`src/rtl/etm_params.svh`:
```
// Purpose: constants for the event trigger measure/hold block
// Assumes: 32-bit AHB-Lite register words, byte addresses
// Notes: offsets are byte addresses of aligned words
`ifndef ETM_PARAMS_SVH
`define ETM_PARAMS_SVH
`define ETM_OFS_CTRL     8'h00
`define ETM_OFS_STARTUP  8'h04
`define ETM_OFS_ALARM    8'h08
`define ETM_OFS_STATUS   8'h0C
`define ETM_OFS_READING  8'h10
`define ETM_OFS_MAX      8'h14
`define ETM_OFS_MIN      8'h18
`define ETM_OFS_TARE     8'h1C
`define ETM_MODE_LAST    3'h4
`define ETM_STARTUP_RST  16'h0000
`define ETM_IN_GATE      0
`define ETM_IN_STUP      1
`define ETM_IN_FRZ       2
`define ETM_IN_CLR       3
`define ETM_IN_TARE      4
`define ETM_ST_VALID     0
`define ETM_ST_DATA      1
`define ETM_ST_STARTUP   2
`define ETM_ST_GATE      3
`define ETM_ST_FREEZE    4
`define ETM_ST_RUN       5
`define ETM_ST_TARE      6
`define ETM_ST_ALARM     7
`endif

```
`src/rtl/etm_pkg.sv`:
```
// Purpose: shared types for the event trigger measure/hold block
// Assumes: mode codes follow declaration order, 0 to 4
// Notes: codes 5..7 are refused on write
package etm_pkg;
   typedef enum logic [2:0] {
      continuous_mode,
      sample_latch_mode,
      max_capture_mode,
      min_capture_mode,
      span_capture_mode
   } etm_mode_t;
endpackage

```
`src/rtl/etm_core.sv`:
```
// Purpose: gate, hold, capture and reset of meter samples from contact inputs
// Assumes: sample_data, sample_valid, scale_err come from logic on hclk
// Notes: one wait state on every AHB-Lite transfer, response always OKAY
//
// Our own choices: the AHB-Lite register port and the register offsets.
`include "etm_params.svh"
module etm_core #(
   parameter int DW = 20
) (
   input  wire logic          hclk,
   input  wire logic          hresetn,
   input  wire logic          hsel,
   input  wire logic [31:0]   haddr,
   input  wire logic [1:0]    htrans,
   input  wire logic          hwrite,
   input  wire logic [2:0]    hsize,
   input  wire logic [31:0]   hwdata,
   input  wire logic          hready,
   output logic               hreadyout,
   output logic               hresp,
   output logic [31:0]        hrdata,
   input  wire logic          gate_n,
   input  wire logic          startup_delay_in_n,
   input  wire logic          freeze_n,
   input  wire logic          clear_n,
   input  wire logic          tare_n,
   input  wire logic          sample_valid,
   input  wire logic [DW-1:0] sample_data,
   input  wire logic          scale_err,
   output logic [DW:0]        reading,
   output logic               data_valid,
   output logic [DW:0]        dc_out,
   output logic               gate_indicator,
   output logic               err_display,
   output logic               alarm_out
);
   localparam int RW = DW + 1;

   // refused widths: status word and sign extension assume 8..31
   if (DW < 8 || DW > 31) begin
      $error("etm_core: DW must lie in 8..31");
   end

   typedef struct packed {
      logic [4:0]          s1;
      logic [4:0]          s2;
      logic [4:0]          act;
      logic                g_prev;
      logic                frz_prev;
      etm_pkg::etm_mode_t  mode;
      logic [15:0]         st_period;
      logic [15:0]         cnt;
      logic [RW-1:0]       alarm_lvl;
      logic [RW-1:0]       meas;
      logic [RW-1:0]       frz_val;
      logic [RW-1:0]       reading;
      logic [RW-1:0]       dc;
      logic [RW-1:0]       maxv;
      logic [RW-1:0]       minv;
      logic [RW-1:0]       tare_ofs;
      logic [DW-1:0]       raw_last;
      logic                have_data;
      logic                run_valid;
      logic                rd_valid;
      logic                frz_gate;
      logic                tare_on;
      logic                alarm;
      logic                gate_ind;
      logic                err_disp;
      logic                a_sel;
      logic                a_wr;
      logic [7:0]          a_addr;
      logic [31:0]         rdata;
      logic                rdy;
      logic                resp;
   } etm_st_t;

   etm_st_t st;
   etm_st_t nx;

   logic          clr;
   logic          frz;
   logic          cont;
   logic          frz_on;
   logic          g_eff;
   logic          g_on;
   logic          g_off;
   logic          ign;
   logic          stup;
   logic          tare_req;
   logic          run;
   logic          en;
   logic          cap;
   logic          rv;
   logic          trk_en;
   logic [RW-1:0] trk_val;
   logic [RW-1:0] smp;

   function automatic logic [31:0] sx(input logic [RW-1:0] v);
      sx = {{(32 - RW){v[RW-1]}}, v};
   endfunction

   assign clr    = st.s2[`ETM_IN_CLR];
   assign frz    = st.s2[`ETM_IN_FRZ] & ~clr;
   assign cont   = (st.mode == etm_pkg::continuous_mode);
   assign cap    = ~cont & (st.mode != etm_pkg::sample_latch_mode);
   assign frz_on = frz & ~st.frz_prev;
   // frozen gate only once latched; on the freeze edge the live level equals it
   assign g_eff  = (frz & ~cont & st.frz_prev) ? st.frz_gate : st.s2[`ETM_IN_GATE];
   assign g_on   = g_eff & ~st.g_prev;
   assign g_off  = ~g_eff & st.g_prev;
   assign ign    = cont & frz;
   assign stup   = st.s2[`ETM_IN_STUP] & ~st.act[`ETM_IN_STUP] & ~ign;
   // tare refused while frozen, without data or in scale error; no lockout gates it
   assign tare_req = st.s2[`ETM_IN_TARE] & ~st.act[`ETM_IN_TARE] & ~frz
                   & st.have_data & ~scale_err & ~clr;
   assign run    = (st.cnt == 16'h0000) & ~clr;
   assign en     = sample_valid & run & ~frz & (cont | ~scale_err);
   assign smp    = {sample_data[DW-1], sample_data} - (st.tare_on ? st.tare_ofs : '0);
   assign rv     = st.run_valid & ~(cap & g_on & ~frz);
   // sample latch updates max/min with the captured value at the gate edge
   assign trk_en  = cont ? en
                  : (cap ? (g_eff & en)
                         : (g_on & st.have_data & run & ~frz));
   assign trk_val = cont | cap ? smp : st.meas;

   always_comb begin
      nx = st;
      // two stages before any edge logic, asserted-high inside
      nx.s1       = ~{tare_n, clear_n, freeze_n, startup_delay_in_n, gate_n};
      nx.s2       = st.s1;
      nx.act      = st.s2;
      nx.g_prev   = g_eff;
      nx.frz_prev = frz;
      nx.gate_ind = st.s2[`ETM_IN_GATE];
      nx.err_disp = cont & scale_err;
      if (frz_on) begin
         nx.frz_val  = st.meas;
         nx.frz_gate = st.s2[`ETM_IN_GATE];
      end
      if (stup) begin
         nx.cnt = st.st_period;
      end else if (st.cnt != 16'h0000) begin
         nx.cnt = st.cnt - 16'h0001;
      end
      if (en) begin
         nx.raw_last  = sample_data;
         nx.meas      = smp;
         nx.have_data = 1'b1;
      end
      if (trk_en) begin
         nx.run_valid = 1'b1;
         if (!rv || $signed(trk_val) > $signed(st.maxv)) begin
            nx.maxv = trk_val;
         end
         if (!rv || $signed(trk_val) < $signed(st.minv)) begin
            nx.minv = trk_val;
         end
      end else if (cap & g_on & ~frz) begin
         nx.run_valid = 1'b0;
      end
      unique case (st.mode)
         etm_pkg::continuous_mode: begin
            if (en) begin
               nx.reading  = smp;
               nx.rd_valid = 1'b1;
            end
         end
         etm_pkg::sample_latch_mode: begin
            if (g_on & st.have_data & run & ~frz) begin
               nx.reading  = st.meas;
               nx.rd_valid = 1'b1;
            end
         end
         etm_pkg::max_capture_mode: begin
            if (g_off & st.run_valid & ~frz) begin
               nx.reading  = st.maxv;
               nx.rd_valid = 1'b1;
            end
         end
         etm_pkg::min_capture_mode: begin
            if (g_off & st.run_valid & ~frz) begin
               nx.reading  = st.minv;
               nx.rd_valid = 1'b1;
            end
         end
         etm_pkg::span_capture_mode: begin
            if (g_off & st.run_valid & ~frz) begin
               // span wraps if it exceeds RW bits
               nx.reading  = st.maxv - st.minv;
               nx.rd_valid = 1'b1;
            end
         end
         default: begin
         end
      endcase
      if (ign) begin
         nx.reading = frz_on ? st.meas : st.frz_val;
      end
      if (tare_req) begin
         nx.tare_on  = ~st.tare_on;
         nx.tare_ofs = {st.raw_last[DW-1], st.raw_last};
      end
      if (nx.rd_valid && $signed(nx.reading) > $signed(st.alarm_lvl)) begin
         nx.alarm = 1'b1;
      end
      if (clr) begin
         nx.have_data = 1'b0;
         nx.rd_valid  = 1'b0;
         nx.run_valid = 1'b0;
         nx.maxv      = '0;
         nx.minv      = '0;
         nx.alarm     = 1'b0;
      end
      nx.dc = nx.rd_valid ? nx.reading : '0;
      // registered data phase: one wait state keeps hrdata a flop output
      if (st.a_sel) begin
         nx.a_sel = 1'b0;
         nx.rdy   = 1'b1;
         nx.rdata = 32'h0000_0000;
         if (st.a_wr) begin
            unique case (st.a_addr)
               `ETM_OFS_CTRL: begin
                  if (hwdata[2:0] <= `ETM_MODE_LAST) begin
                     nx.mode = etm_pkg::etm_mode_t'(hwdata[2:0]);
                  end
               end
               `ETM_OFS_STARTUP: nx.st_period = hwdata[15:0];
               `ETM_OFS_ALARM:   nx.alarm_lvl = hwdata[RW-1:0];
               default: begin
               end
            endcase
         end else begin
            unique case (st.a_addr)
               `ETM_OFS_CTRL:    nx.rdata = {29'h0000_0000, st.mode};
               `ETM_OFS_STARTUP: nx.rdata = {16'h0000, st.st_period};
               `ETM_OFS_ALARM:   nx.rdata = sx(st.alarm_lvl);
               `ETM_OFS_STATUS: begin
                  nx.rdata[`ETM_ST_VALID]   = st.rd_valid;
                  nx.rdata[`ETM_ST_DATA]    = st.have_data;
                  nx.rdata[`ETM_ST_STARTUP] = (st.cnt != 16'h0000);
                  nx.rdata[`ETM_ST_GATE]    = g_eff;
                  nx.rdata[`ETM_ST_FREEZE]  = frz;
                  nx.rdata[`ETM_ST_RUN]     = st.run_valid;
                  nx.rdata[`ETM_ST_TARE]    = st.tare_on;
                  nx.rdata[`ETM_ST_ALARM]   = st.alarm;
               end
               `ETM_OFS_READING: nx.rdata = sx(st.reading);
               `ETM_OFS_MAX:     nx.rdata = sx(st.maxv);
               `ETM_OFS_MIN:     nx.rdata = sx(st.minv);
               `ETM_OFS_TARE:    nx.rdata = sx(st.tare_ofs);
               default: begin
               end
            endcase
         end
      end
      if (hsel && htrans[1] && hready) begin
         nx.a_sel  = 1'b1;
         nx.a_wr   = hwrite;
         nx.a_addr = {haddr[7:2], 2'b00};
         nx.rdy    = 1'b0;
      end
   end

   always_ff @(posedge hclk or negedge hresetn) begin
      if (!hresetn) begin
         st      <= '0;
         st.mode <= etm_pkg::continuous_mode;
         st.cnt  <= `ETM_STARTUP_RST;
         st.st_period <= `ETM_STARTUP_RST;
         st.rdy  <= 1'b1;
      end else begin
         st <= nx;
      end
   end

   assign hreadyout      = st.rdy;
   assign hresp          = st.resp;
   assign hrdata         = st.rdata;
   assign reading        = st.reading;
   assign data_valid     = st.rd_valid;
   assign dc_out         = st.dc;
   assign gate_indicator = st.gate_ind;
   assign err_display    = st.err_disp;
   assign alarm_out      = st.alarm;
endmodule

```
`config.mk`:
```
export PLATFORM = sky130hd
export DESIGN_NAME = etm_core
export DESIGN_NICKNAME = d
export VERILOG_FILES = /design/src/rtl/etm_pkg.sv /design/src/rtl/etm_core.sv
export VERILOG_INCLUDE_DIRS = /design/src /design/src/rtl
export SDC_FILE = /design/constraint.sdc
export NUM_CORES = 1
export LEC_CHECK = 0
export BUFFER_PORTS_ARGS = -buffer_cell sky130_fd_sc_hd__buf_2
export CORE_AREA = 2 2 198 200
export DETAILED_ROUTE_END_ITERATION = 8
export DIE_AREA = 0 0 200 202
export PLACE_DENSITY = 0.59
export SYNTH_ARGS = -nofsm -noshare
export SYNTH_HDL_FRONTEND = slang
export SYNTH_SLANG_ARGS = --single-unit
```
`constraint.sdc`:
```
create_clock -name hclk -period 6.1 [get_ports hclk]
set_input_delay 0.305 -clock hclk [delete_from_list [all_inputs] [get_ports hclk]]
set_output_delay 0.305 -clock hclk [all_outputs]
set_load 0.005 [all_outputs]
```
## Word level (Yosys, flattened, before mapping)

Cells that the tools add are included.

- Register bits after elaboration: 288
- Bits of input ports: 101
- Logic and storage cells: 153
- Output and inout bits: 80

- Eq/ne operators: 12
- $add $sub $neg: 3
- Mux-type cells: 36
- Reductions and logical operators: 24
- Bitwise operators: 44
- Magnitude comparators: 4

Operator list:

| operator | number |
|---|---|
| 21-bit 2-to-1 mux | 12 |
| 24-bit case mux with 6 select lines | 1 |
| 21-bit case mux with 5 select lines | 1 |
| 42-bit 2-to-1 mux | 2 |
| 8-bit case mux with 8 select lines | 1 |
| 21-bit greater-than comparator | 2 |
| 21-bit subtractor | 2 |
| 16-bit 2-to-1 mux | 2 |
| 32-bit 2-to-1 mux | 1 |
| 1-bit bitwise AND | 29 |
| 6-bit by 3-bit == test with 1-bit output (second input constant) | 4 |
| 21-bit less-than comparator | 1 |
| 16-bit zero test | 1 |
| 16-bit nonzero test | 1 |
| 16-bit by 1-bit subtractor with 16-bit output (second input constant) | 1 |
| 2-bit nonzero test | 7 |
| 1-bit 2-to-1 mux | 13 |
| 6-bit by 2-bit == test with 1-bit output (second input constant) | 2 |
| 1-bit NOT | 12 |
| 10-bit 2-to-1 mux | 1 |
| 8-bit zero test | 1 |
| 3-bit by 2-bit == test with 1-bit output (second input constant) | 2 |
| 6-bit by 1-bit == test with 1-bit output (second input constant) | 1 |
| 3-bit AND reduction | 2 |
| other kinds (16) | 21 |

## Longest topological paths before layout

Gate-level depths: netlist of run 1.

- Depth after elaboration: 16
- Gate-level depth with buffers: 23
- Depth with buffers taken out: 21

## Least setup slack after synthesis of run 1

Ideal clock, no wire load.

- Path kind: register -> register
- Start point: reg st[47] (netlist bit)
- End point: reg st[114] (netlist bit)
- Required time: 6.004 ns
- Path slack: 1.320 ns
- Arrival: 4.684 ns
- Clock period less this slack: 4.780 ns
- Path buffers: 2
- Library setup time: 0.096 ns
- Cell stages (with the launch flop): 24
- Cell sequence: dfrtp_1 clkbuf_1 and2_1 ha_1 inv_1 fa_1 a211oi_1 o21ai_0 o2111a_1 nor3_1 o21bai_1 xnor2_1 o21a_1 inv_1 ha_1 a21oi_1 o211ai_1 a211oi_1 nand4_1 o211a_1 o22ai_2 clkbuf_1 nand2_1 o31ai_1

- Cells in the longest elaborated chain, start to end: 7
- Elaborated cells on any way between the ends: 10
- Classes of those cells: add/sub (1); order compare (1); mux (5); reduce/logical (3)

Ends and longest elaborated chain:

| what | line | source |
|---|---|---|
| start, declared | etm_core.sv:78 | `etm_st_t st;` |
| start signal, assigned | etm_core.sv:273 | `st <= nx;` |
| 21-bit 2-to-1 mux * | etm_core.sv:119 | `assign smp = {sample_data[DW-1], sample_data} - (st.tare_on ? st.tare_ofs : '0);` |
| 21-bit subtractor * | etm_core.sv:119 |  |
| 21-bit 2-to-1 mux * | etm_core.sv:125 | `assign trk_val = cont \| cap ? smp : st.meas;` |
| 21-bit greater-than comparator | etm_core.sv:153 | `if (!rv \|\| $signed(trk_val) > $signed(st.maxv)) begin` |
| 1-bit logical OR | etm_core.sv:153 |  |
| 2-bit nonzero test (no source line) | - |  |
| 2-bit AND reduction (no source line) | - |  |

Mark *: on every way between the ends. The rest lies on a longest branch, timed or not. The select of a mux whose other input is x is not followed.
A chain may end at the register's enable or synchronous reset.

## Worst setup path in the final report of run 1

- Start point: reg st[72] (netlist bit)
- End point: reg st[95] (netlist bit)

- Cells in the longest elaborated chain, start to end: 7
- Elaborated cells on any way between the ends: 10
- Classes of those cells: add/sub (1); order compare (1); mux (5); reduce/logical (3)

Ends and longest elaborated chain:

| what | line | source |
|---|---|---|
| 21-bit 2-to-1 mux * | etm_core.sv:119 |  |
| 21-bit subtractor * | etm_core.sv:119 |  |
| 21-bit 2-to-1 mux * | etm_core.sv:125 |  |
| 21-bit less-than comparator | etm_core.sv:156 | `if (!rv \|\| $signed(trk_val) < $signed(st.minv)) begin` |
| 1-bit logical OR | etm_core.sv:156 |  |
| 2-bit nonzero test (no source line) | - |  |
| 2-bit AND reduction (no source line) | - |  |

Marked as above.

==> metrics.txt, run 1 <==
# TYPE chip_impl_metric gauge
chip_impl_info{name="outcome",value="finished clean"} 1
chip_impl_info{name="hold_class",value="primary input to flop"} 1
chip_impl_metric{name="post_synthesis_net_count",unit=""} 2067
chip_impl_metric{name="final-hold-violation-count",unit=""} 0
chip_impl_metric{name="arrival",unit="ns"} 5.86
chip_impl_metric{name="final-max-slew-violation-count",unit=""} 0
chip_impl_info{name="type_of_origin_of_the_critical_path",value="flop"} 1
chip_impl_info{name="synthTopCellsByCount",value="273 x sky130_fd_sc_hd__dfrtp_1, 248 x sky130_fd_sc_hd__nand2_1, 142 x sky130_fd_sc_hd__inv_1, 118 x sky130_fd_sc_hd__o21ai_0, 104 x sky130_fd_sc_hd__ha_1"} 1
chip_impl_metric{name="placeableCoreArea",unit="um2"} 38300
chip_impl_metric{name="cellPowerDensity",unit="nW/um2"} 322
chip_impl_metric{name="floorplan.die.width",unit="um"} 200
chip_impl_metric{name="rrSetupSlack",unit="ns"} 0.70
chip_impl_metric{name="mappedNetlistArea",unit="um2"} 17100
chip_impl_info{name="min_delay_worst_endpoint",value="st[264]"} 1
chip_impl_metric{name="wl_per_cell",unit="um"} 24.0
chip_impl_metric{name="via_total_after_detailed_routing",unit=""} 15000
chip_impl_metric{name="dp_hpwl",unit="mm"} 45.8
chip_impl_metric{name="cp_data_required_time",unit="ns"} 6.57
chip_impl_metric{name="syn-instance-count",unit=""} 1860
chip_impl_metric{name="clock_skew",unit="ns"} 0.0123
chip_impl_info{name="worstReg2RegEnd",value="st[95]"} 1
chip_impl_info{name="most_repeated_cell_in_the_gate_level_netlist_after_synthesis",value="sky130_fd_sc_hd__dfrtp_1"} 1
chip_impl_metric{name="syn_to_final_growth",unit="%"} 14.9
chip_impl_metric{name="finalSetupViolations",unit=""} 0
chip_impl_metric{name="async_reset_ff_share",unit="%"} 100
chip_impl_metric{name="worst-path-buf-inv",unit=""} 4
chip_impl_metric{name="post_cts_buffers",unit=""} 0
chip_impl_metric{name="routed_via_density",unit=""} 5.98
chip_impl_metric{name="placed_cell_area",unit="um2"} 17900
chip_impl_metric{name="grt_start_max_net_pins",unit=""} 131
chip_impl_metric{name="grt_overflow",unit=""} 0
chip_impl_metric{name="total_power",unit="mW"} 6.31
chip_impl_metric{name="cts_sinks",unit=""} 274
chip_impl_metric{name="place.detailed.instances",unit=""} 2402
chip_impl_metric{name="fin_crit",unit="ns"} 5.40
chip_impl_metric{name="setup_tns_after_final_layout",unit="ns"} 0
chip_impl_metric{name="cts_max_level",unit=""} 2
chip_impl_info{name="path_delay_family",value="compound AO/OA/AOI/OAI gates"} 1
chip_impl_metric{name="die-height",unit="um"} 202
chip_impl_metric{name="final_antenna_net_count",unit=""} 0
chip_impl_metric{name="drt-pass1-iter-count",unit=""} 6
chip_impl_metric{name="post_route_cells_drive_above_1_share",unit="%"} 17.3
chip_impl_metric{name="ios",unit=""} 181
chip_impl_metric{name="stdcell_count",unit=""} 2510
chip_impl_metric{name="worst_hold_path.num_cells",unit=""} 2
chip_impl_metric{name="portBuffers",unit=""} 138
chip_impl_metric{name="post-route-period-util",unit="%"} 88.5
chip_impl_metric{name="drc",unit=""} 0
chip_impl_metric{name="first_global_vias",unit=""} 14500
chip_impl_metric{name="timing.critical_path.slowest_cell_delay",unit="ns"} 0.51
chip_impl_metric{name="postSynthRegisterBits",unit=""} 274
chip_impl_metric{name="power.leakage",unit="nW"} 9.19
chip_impl_metric{name="fin_nets",unit=""} 2174
chip_impl_metric{name="synth.yosys.seq_area_share",unit="%"} 40.2
chip_impl_metric{name="antenna_found_initial",unit=""} 1
chip_impl_info{name="cts_tree",value="done"} 1
chip_impl_metric{name="area_enclosed_by_the_die_boundary",unit="um2"} 40400
chip_impl_info{name="timing.critical_path.to_type",value="flop"} 1
chip_impl_info{name="r2r_start",value="st[72]"} 1
chip_impl_metric{name="detail_route.wirelength",unit="mm"} 60.3
chip_impl_metric{name="clk_transition_reported_paths",unit="ns"} 0.06
chip_impl_metric{name="cap_violations",unit=""} 0
chip_impl_metric{name="synthDominantCellAreaShare",unit="%"} 40.1
chip_impl_metric{name="synth-edff-count",unit=""} 0
chip_impl_metric{name="avgSynthCellArea",unit="um2"} 9.17
chip_impl_metric{name="initialDrtViolationCount",unit=""} 1570
chip_impl_info{name="origin_of_the_worst_min_delay_path",value="hwdata[8]"} 1
chip_impl_metric{name="clock_insertion_delay_worst_skew",unit="ns"} 0.55
chip_impl_metric{name="ys_warn_count",unit=""} 0
chip_impl_info{name="ys_dominant_reg_cell",value="sky130_fd_sc_hd__dfrtp_1"} 1
chip_impl_metric{name="ff2ff_path_depth",unit=""} 22
chip_impl_metric{name="netlist-cell-type-count",unit=""} 92
chip_impl_metric{name="fmaxAchievable",unit="MHz"} 185
chip_impl_metric{name="num_rows",unit=""} 72
chip_impl_metric{name="globalplace.congestion",unit=""} 0.984
chip_impl_info{name="post_synth_main_area_contributors",value="sky130_fd_sc_hd__dfrtp_1 40%, sky130_fd_sc_hd__ha_1 7.6%, sky130_fd_sc_hd__nand2_1 5.5%"} 1
chip_impl_info{name="crit_path_start",value="st[72]"} 1
chip_impl_metric{name="vdd.ir_drop.worst",unit="mV"} 0.212
chip_impl_metric{name="critical_path_peak_fanout",unit=""} 14
chip_impl_info{name="cts_root_buf",value="sky130_fd_sc_hd__clkbuf_16"} 1
chip_impl_metric{name="initial_utilization",unit="%"} 44.5
chip_impl_info{name="cp_cell_sequence",value="and2_1 > ha_1 > inv_1 > fa_1 > a211oi_1 > o21ai_0 > o2111a_1 > a2111oi_0 > xor2_1 > buf_4 > nor2_1 > a21oi_1 > inv_1 > ha_1 > nand4_1 > nand4b_1 > a311oi_1 > o21bai_1 > a21o_1 > o21ai_1 > buf_4 > o2bb2ai_1"} 1
chip_impl_metric{name="hold_ws",unit="ns"} 0.0211
chip_impl_metric{name="cts-buffers-inserted",unit=""} 34
chip_impl_info{name="synth_largest_area_cell",value="sky130_fd_sc_hd__dfrtp_1"} 1
chip_impl_info{name="rsz0062_at_grt",value="no"} 1
chip_impl_metric{name="first_pass_grt_wire_length",unit="mm"} 90.4
chip_impl_metric{name="num_antenna_cells",unit=""} 0
chip_impl_metric{name="maximum_buffer_depth_of_the_clock_tree",unit=""} 3
chip_impl_info{name="cp_max_delay_cell",value="sky130_fd_sc_hd__a2111oi_0"} 1
chip_impl_metric{name="final_cell_area",unit="um2"} 19600
chip_impl_info{name="worstSetupPathType",value="flop to flop"} 1
chip_impl_metric{name="timing_worst_slew_pin_value",unit="ns"} 0.992
chip_impl_metric{name="total_grt_usage",unit="%"} 30.2
chip_impl_metric{name="post_cts_resize_count",unit=""} 0
chip_impl_metric{name="relSlewSlack",unit="%"} 33.7
## cells by family after synthesis
logic type                 share of synthesized area (%)
AOI/OAI and AO/OA                                   20.3
xor gates and xnor gates                            2.00
adders and majority gates                           7.87
buffers and inverters                               8.44
DFF                                                 40.2
muxes                                               6.71
other                                             0.0220
and+or+nand+nor                                     14.4
## layout make-up
| cell class | instances | area [um2] |
|---|---|---|
| Sequential cell | 274 | 6860 |
| Tap cell | 518 | 648 |
| Clock buffer | 45 | 1020 |
| Clock inverter | 16 | 221 |
| Timing Repair Buffer | 230 | 1520 |
| Multi-Input combinational cell | 1283 | 8790 |
| Inverter | 144 | 541 |
| Fill cell | 3524 | 18700 |
## power breakdown
group | total [mW] | internal, mW | leakage (nW) | switching (mW)
Combinational | 1.58 | 0.649 | 5.05 | 0.927
Sequential | 2.50 | 2.15 | 3.53 | 0.351
Clock | 2.23 | 1.39 | 0.609 | 0.845
Total | 6.31 | 4.19 | 9.19 | 2.12
## per-stage QoR
| step | util, % | worst slack, ns |
|---|---|---|
| 3_3_place_gp | 46.7 | 0.823 |
| 6_report | 51.2 | 0.702 |
| 5_1_grt | 51.2 | 0.267 |
| 2_1_floorplan | - | 1.32 |
| 3_5_place_dp | 46.7 | 0.729 |
| 4_1_cts | 51.2 | 0.744 |
## cell usage in the layout (no fill, tap or decap), types with 12 or more instances in the layout
cell type	instances
sky130_fd_sc_hd__nand4_1	14
sky130_fd_sc_hd__a22oi_1	40
sky130_fd_sc_hd__a211oi_1	20
sky130_fd_sc_hd__nand2b_1	18
sky130_fd_sc_hd__nor3_1	26
sky130_fd_sc_hd__o21ai_0	117
sky130_fd_sc_hd__nand2_1	248
sky130_fd_sc_hd__ha_1	104
sky130_fd_sc_hd__inv_1	142
sky130_fd_sc_hd__o22ai_1	29
sky130_fd_sc_hd__mux2_2	59
sky130_fd_sc_hd__and2_1	16
sky130_fd_sc_hd__o2bb2ai_1	18
sky130_fd_sc_hd__xnor2_1	28
sky130_fd_sc_hd__nand3_1	29
sky130_fd_sc_hd__buf_4	44
sky130_fd_sc_hd__dfrtp_1	273
sky130_fd_sc_hd__o211ai_1	17
sky130_fd_sc_hd__a21o_1	32
sky130_fd_sc_hd__clkbuf_16	37
sky130_fd_sc_hd__o31ai_1	21
sky130_fd_sc_hd__mux2i_1	39
sky130_fd_sc_hd__o21ai_1	12
sky130_fd_sc_hd__nor2b_1	15
sky130_fd_sc_hd__a21oi_1	102
sky130_fd_sc_hd__buf_2	137
sky130_fd_sc_hd__nor2_1	82
sky130_fd_sc_hd__a221oi_1	17
sky130_fd_sc_hd__dlygate4sd3_1	47
## metal layers
layer	vias to the layer above	global-route usage, %	part of all wire (%)
met5	-	0.988	0.058
met4	2	14.8	5.2
met3	177	4.47	7.7
met2	717	46.4	44
li1	6815	-	-
met1	7290	41.5	43
## worst max-delay path by stage
stage	to	slack, ns	depth (start not counted)
floorplan	st[114]	1.32	23
global placement	st[93]	0.82	23
detailed placement	st[107]	0.73	23
CTS	st[107]	0.74	22
global route	st[105]	0.27	22
finish	st[95]	0.70	22
## repair_timing
action                                  in CTS  in global routing
hold buffers                                47                  0
hold endpoints to repair                   128                  0
endpoints found under the setup margin       0                  0
## flip-flops by register name, summed over array words and instances, names as in the netlist
signal	count
reading	21
st	197
data_valid	1
hrdata	21
err_display	1
nx	9
dc_out	21
alarm_out	1
clr	1
hreadyout	1
No activity file was read; power rests on OpenSTA's default activity.
==> run 2: changes to the inputs <==
--- a/config.mk
+++ b/config.mk
@@ -7,9 +7,9 @@
 export NUM_CORES = 1
 export LEC_CHECK = 0
 export BUFFER_PORTS_ARGS = -buffer_cell sky130_fd_sc_hd__buf_2
-export CORE_AREA = 2 2 198 200
+export CORE_AREA = 2 2 141 281
 export DETAILED_ROUTE_END_ITERATION = 8
-export DIE_AREA = 0 0 200 202
+export DIE_AREA = 0 0 143 283
 export PLACE_DENSITY = 0.59
 export SYNTH_ARGS = -nofsm -noshare
 export SYNTH_HDL_FRONTEND = slang
==> run 2 against run 1 <==
- sequential cell count stayed put
- cell area fell by 1.5%
- critical endpoint is now st[100]
- via count shrank 2.4%
- non-clock buffer count rose by 1
- worst setup slack worse by 0.33 ns
- routed wire length hardly changed
- fmax decreased by 5.8%
- die area rose by 0.17%
==> metrics.txt, run 2 (synthesis gave the netlist of run 1 again) <==
# TYPE chip_impl_metric gauge
chip_impl_info{name="worstSetupPathType",value="flop to flop"} 1
chip_impl_metric{name="first_global_vias",unit=""} 14400
chip_impl_info{name="hold_class",value="primary input to flop"} 1
chip_impl_metric{name="syn_to_final_growth",unit="%"} 13.2
chip_impl_metric{name="largest_reg_flops",unit=""} 197
chip_impl_metric{name="globalplace.congestion",unit=""} 0.969
chip_impl_info{name="worstReg2RegEnd",value="st[100]"} 1
chip_impl_metric{name="area_enclosed_by_the_die_boundary",unit="um2"} 40500
chip_impl_metric{name="drt-pass1-iter-count",unit=""} 5
chip_impl_metric{name="maximum_buffer_depth_of_the_clock_tree",unit=""} 3
chip_impl_metric{name="preCtsSetupSlack",unit="ns"} 0.462
chip_impl_metric{name="cp_data_required_time",unit="ns"} 6.53
chip_impl_metric{name="final-hold-violation-count",unit=""} 0
chip_impl_metric{name="wl_per_cell",unit="um"} 24.1
chip_impl_metric{name="die-height",unit="um"} 283
chip_impl_metric{name="cap_violations",unit=""} 0
chip_impl_info{name="type_of_origin_of_the_critical_path",value="flop"} 1
chip_impl_metric{name="grt_start_max_net_pins",unit=""} 153
chip_impl_metric{name="clock_skew",unit="ns"} 0.0210
chip_impl_info{name="layout.cells.most_common",value="sky130_fd_sc_hd__dfrtp_1"} 1
chip_impl_metric{name="rrSetupSlack",unit="ns"} 0.37
chip_impl_info{name="rsz0062_at_grt",value="no"} 1
chip_impl_metric{name="power.leakage",unit="nW"} 9.04
chip_impl_metric{name="final_cell_area",unit="um2"} 19300
chip_impl_info{name="r2r_start",value="st[72]"} 1
chip_impl_metric{name="ff2ff_path_depth",unit=""} 20
chip_impl_metric{name="initial_utilization",unit="%"} 44.4
chip_impl_metric{name="cts_sinks",unit=""} 274
chip_impl_metric{name="finalSetupViolations",unit=""} 0
chip_impl_metric{name="timing_worst_slew_pin_value",unit="ns"} 1.19
chip_impl_metric{name="placed_cell_area",unit="um2"} 17900
chip_impl_info{name="layout_common_cells",value="273 x sky130_fd_sc_hd__dfrtp_1, 248 x sky130_fd_sc_hd__nand2_1, 142 x sky130_fd_sc_hd__inv_1, 137 x sky130_fd_sc_hd__buf_2, 117 x sky130_fd_sc_hd__o21ai_0"} 1
chip_impl_metric{name="final_antenna_net_count",unit=""} 0
chip_impl_metric{name="dp_hpwl",unit="mm"} 45.3
chip_impl_metric{name="fin_crit",unit="ns"} 5.73
chip_impl_metric{name="relSlewSlack",unit="%"} 20.5
chip_impl_metric{name="cts-buffers-inserted",unit=""} 27
chip_impl_metric{name="fmaxAchievable",unit="MHz"} 175
chip_impl_metric{name="via_total_after_detailed_routing",unit=""} 14600
chip_impl_metric{name="worst_hold_path.num_cells",unit=""} 3
chip_impl_info{name="cts_root_buf",value="sky130_fd_sc_hd__clkbuf_16"} 1
chip_impl_metric{name="detail_route.wirelength",unit="mm"} 60.3
chip_impl_metric{name="clk_transition_reported_paths",unit="ns"} 0.06
chip_impl_info{name="outcome",value="finished clean"} 1
chip_impl_info{name="cts_tree",value="done"} 1
chip_impl_metric{name="grt_overflow",unit=""} 0
chip_impl_metric{name="cellPowerDensity",unit="nW/um2"} 303
chip_impl_metric{name="stdcell_count",unit=""} 2500
chip_impl_metric{name="total_power",unit="mW"} 5.86
chip_impl_info{name="max_flop_register",value="st"} 1
chip_impl_info{name="origin_of_the_worst_min_delay_path",value="sample_data[0]"} 1
chip_impl_info{name="timing.critical_path.to_type",value="flop"} 1
chip_impl_metric{name="total_grt_usage",unit="%"} 29.9
chip_impl_metric{name="post-route-period-util",unit="%"} 93.9
chip_impl_metric{name="num_antenna_cells",unit=""} 0
chip_impl_metric{name="fillCellCount",unit=""} 3692
chip_impl_metric{name="vdd.ir_drop.worst",unit="mV"} 0.256
chip_impl_metric{name="floorplan.die.width",unit="um"} 143
chip_impl_metric{name="cts_max_level",unit=""} 1
chip_impl_metric{name="routed_via_density",unit=""} 5.86
chip_impl_metric{name="drc",unit=""} 0
chip_impl_metric{name="final_critical_path_setup_slack",unit="ns"} 0.370
chip_impl_metric{name="ios",unit=""} 181
chip_impl_metric{name="placeableCoreArea",unit="um2"} 38400
chip_impl_metric{name="clock_insertion_delay_worst_skew",unit="ns"} 0.59
chip_impl_metric{name="fin_nets",unit=""} 2168
chip_impl_metric{name="arrival",unit="ns"} 6.16
chip_impl_info{name="min_delay_worst_endpoint",value="st[52]"} 1
chip_impl_metric{name="num_rows",unit=""} 102
chip_impl_metric{name="first_pass_grt_wire_length",unit="mm"} 90.5
chip_impl_metric{name="critical_path_peak_fanout",unit=""} 18
chip_impl_metric{name="place.detailed.instances",unit=""} 2403
chip_impl_metric{name="post_route_cells_drive_above_1_share",unit="%"} 16.5
chip_impl_metric{name="initialDrtViolationCount",unit=""} 1179
chip_impl_metric{name="portBuffers",unit=""} 138
chip_impl_metric{name="setup_tns_after_final_layout",unit="ns"} 0
chip_impl_metric{name="antenna_found_initial",unit=""} 0
chip_impl_metric{name="final-max-slew-violation-count",unit=""} 0
-- run 2: changes by cell type in the layout (fill, tap and decap cells not counted), moves of 2 or more --
cell and change:
sky130_fd_sc_hd__clkinv_2 -5, sky130_fd_sc_hd__clkbuf_8 +4, sky130_fd_sc_hd__clkinvlp_4 -2, sky130_fd_sc_hd__clkbuf_1 +5, sky130_fd_sc_hd__dlygate4sd3_1 +2, sky130_fd_sc_hd__bufinv_16 -3
sky130_fd_sc_hd__clkbuf_16 -10, sky130_fd_sc_hd__clkinv_4 -2
-- run 2: cell type report --
cell class              instances  area, um2  share of cell area [%]
multi-input cells            1283       8800                    45.6
flip-flops and latches        274       6860                    35.5
repair buffers                231       1530                    7.94
clock buffers                  44        840                    4.35
well taps                     520        651                    3.37
inverters                     144        541                    2.80
clock inverters                 4       85.1                   0.441
-- run 2: worst max path at each step --
stage                               from  endpoint  cells past startpoint
after floorplan                   st[47]   st[114]                     23
after global placement    sample_data[0]   st[115]                     22
after detailed placement  sample_data[0]   st[118]                     22
after CTS                         st[72]   st[118]                     21
after global routing              st[72]    st[96]                     20
final                             st[72]   st[100]                     20
-- run 2: metrics by stage --
stage / utilization [%] / hold slack [ns]
CTS: 50.2 / 0.00915
finish: 50.3 / 0.0288
global route: 50.3 / 0.0310
global placement: 46.6 / 0.333
floorplan: - / 0.00941
detailed placement: 46.6 / 0.335
-- run 2: worst max-delay path: stages (launching register included) --
cell and delay, ns:
sky130_fd_sc_hd__dfrtp_1 0.37, sky130_fd_sc_hd__and2_1 0.14, sky130_fd_sc_hd__ha_1 0.19, sky130_fd_sc_hd__inv_1 0.07, sky130_fd_sc_hd__fa_1 0.45, sky130_fd_sc_hd__a211oi_1 0.27, sky130_fd_sc_hd__o21ai_0 0.29, sky130_fd_sc_hd__o2111a_1 0.31
sky130_fd_sc_hd__a2111oi_0 0.46, sky130_fd_sc_hd__xor2_1 0.45, sky130_fd_sc_hd__nor2_1 0.08, sky130_fd_sc_hd__a21oi_1 0.34, sky130_fd_sc_hd__inv_1 0.12, sky130_fd_sc_hd__ha_1 0.31, sky130_fd_sc_hd__nand4_1 0.15, sky130_fd_sc_hd__nand4b_1 0.21
sky130_fd_sc_hd__a311oi_1 0.38, sky130_fd_sc_hd__o21bai_1 0.11, sky130_fd_sc_hd__a21o_1 0.21, sky130_fd_sc_hd__nand2_1 0.49, sky130_fd_sc_hd__o2bb2ai_1 0.16
-- run 2: power by group --
| part | internal (mW) | switching (mW) |
|---|---|---|
| combinational | 0.651 | 0.946 |
| clock | 1.02 | 0.758 |
| sequential | 2.15 | 0.333 |
| total | 3.82 | 2.04 |
-- run 2: repair_timing --
item                                    4_1_cts  5_1_grt
setup buffers                                 0        0
gates resized for setup                       0        1
hold buffers                                 49        0
endpoints found under the hold margin       134        0
endpoints found under the setup margin        0        5
-- run 2: layer usage --
metal,wire length (um),vias up,GRT usage [%]
met3,3310,187,3.36
met2,28600,646,48.4
met1,22800,7048,36.2
met4,5510,0,22.3
li1,-,6765,-
met5,0,-,0
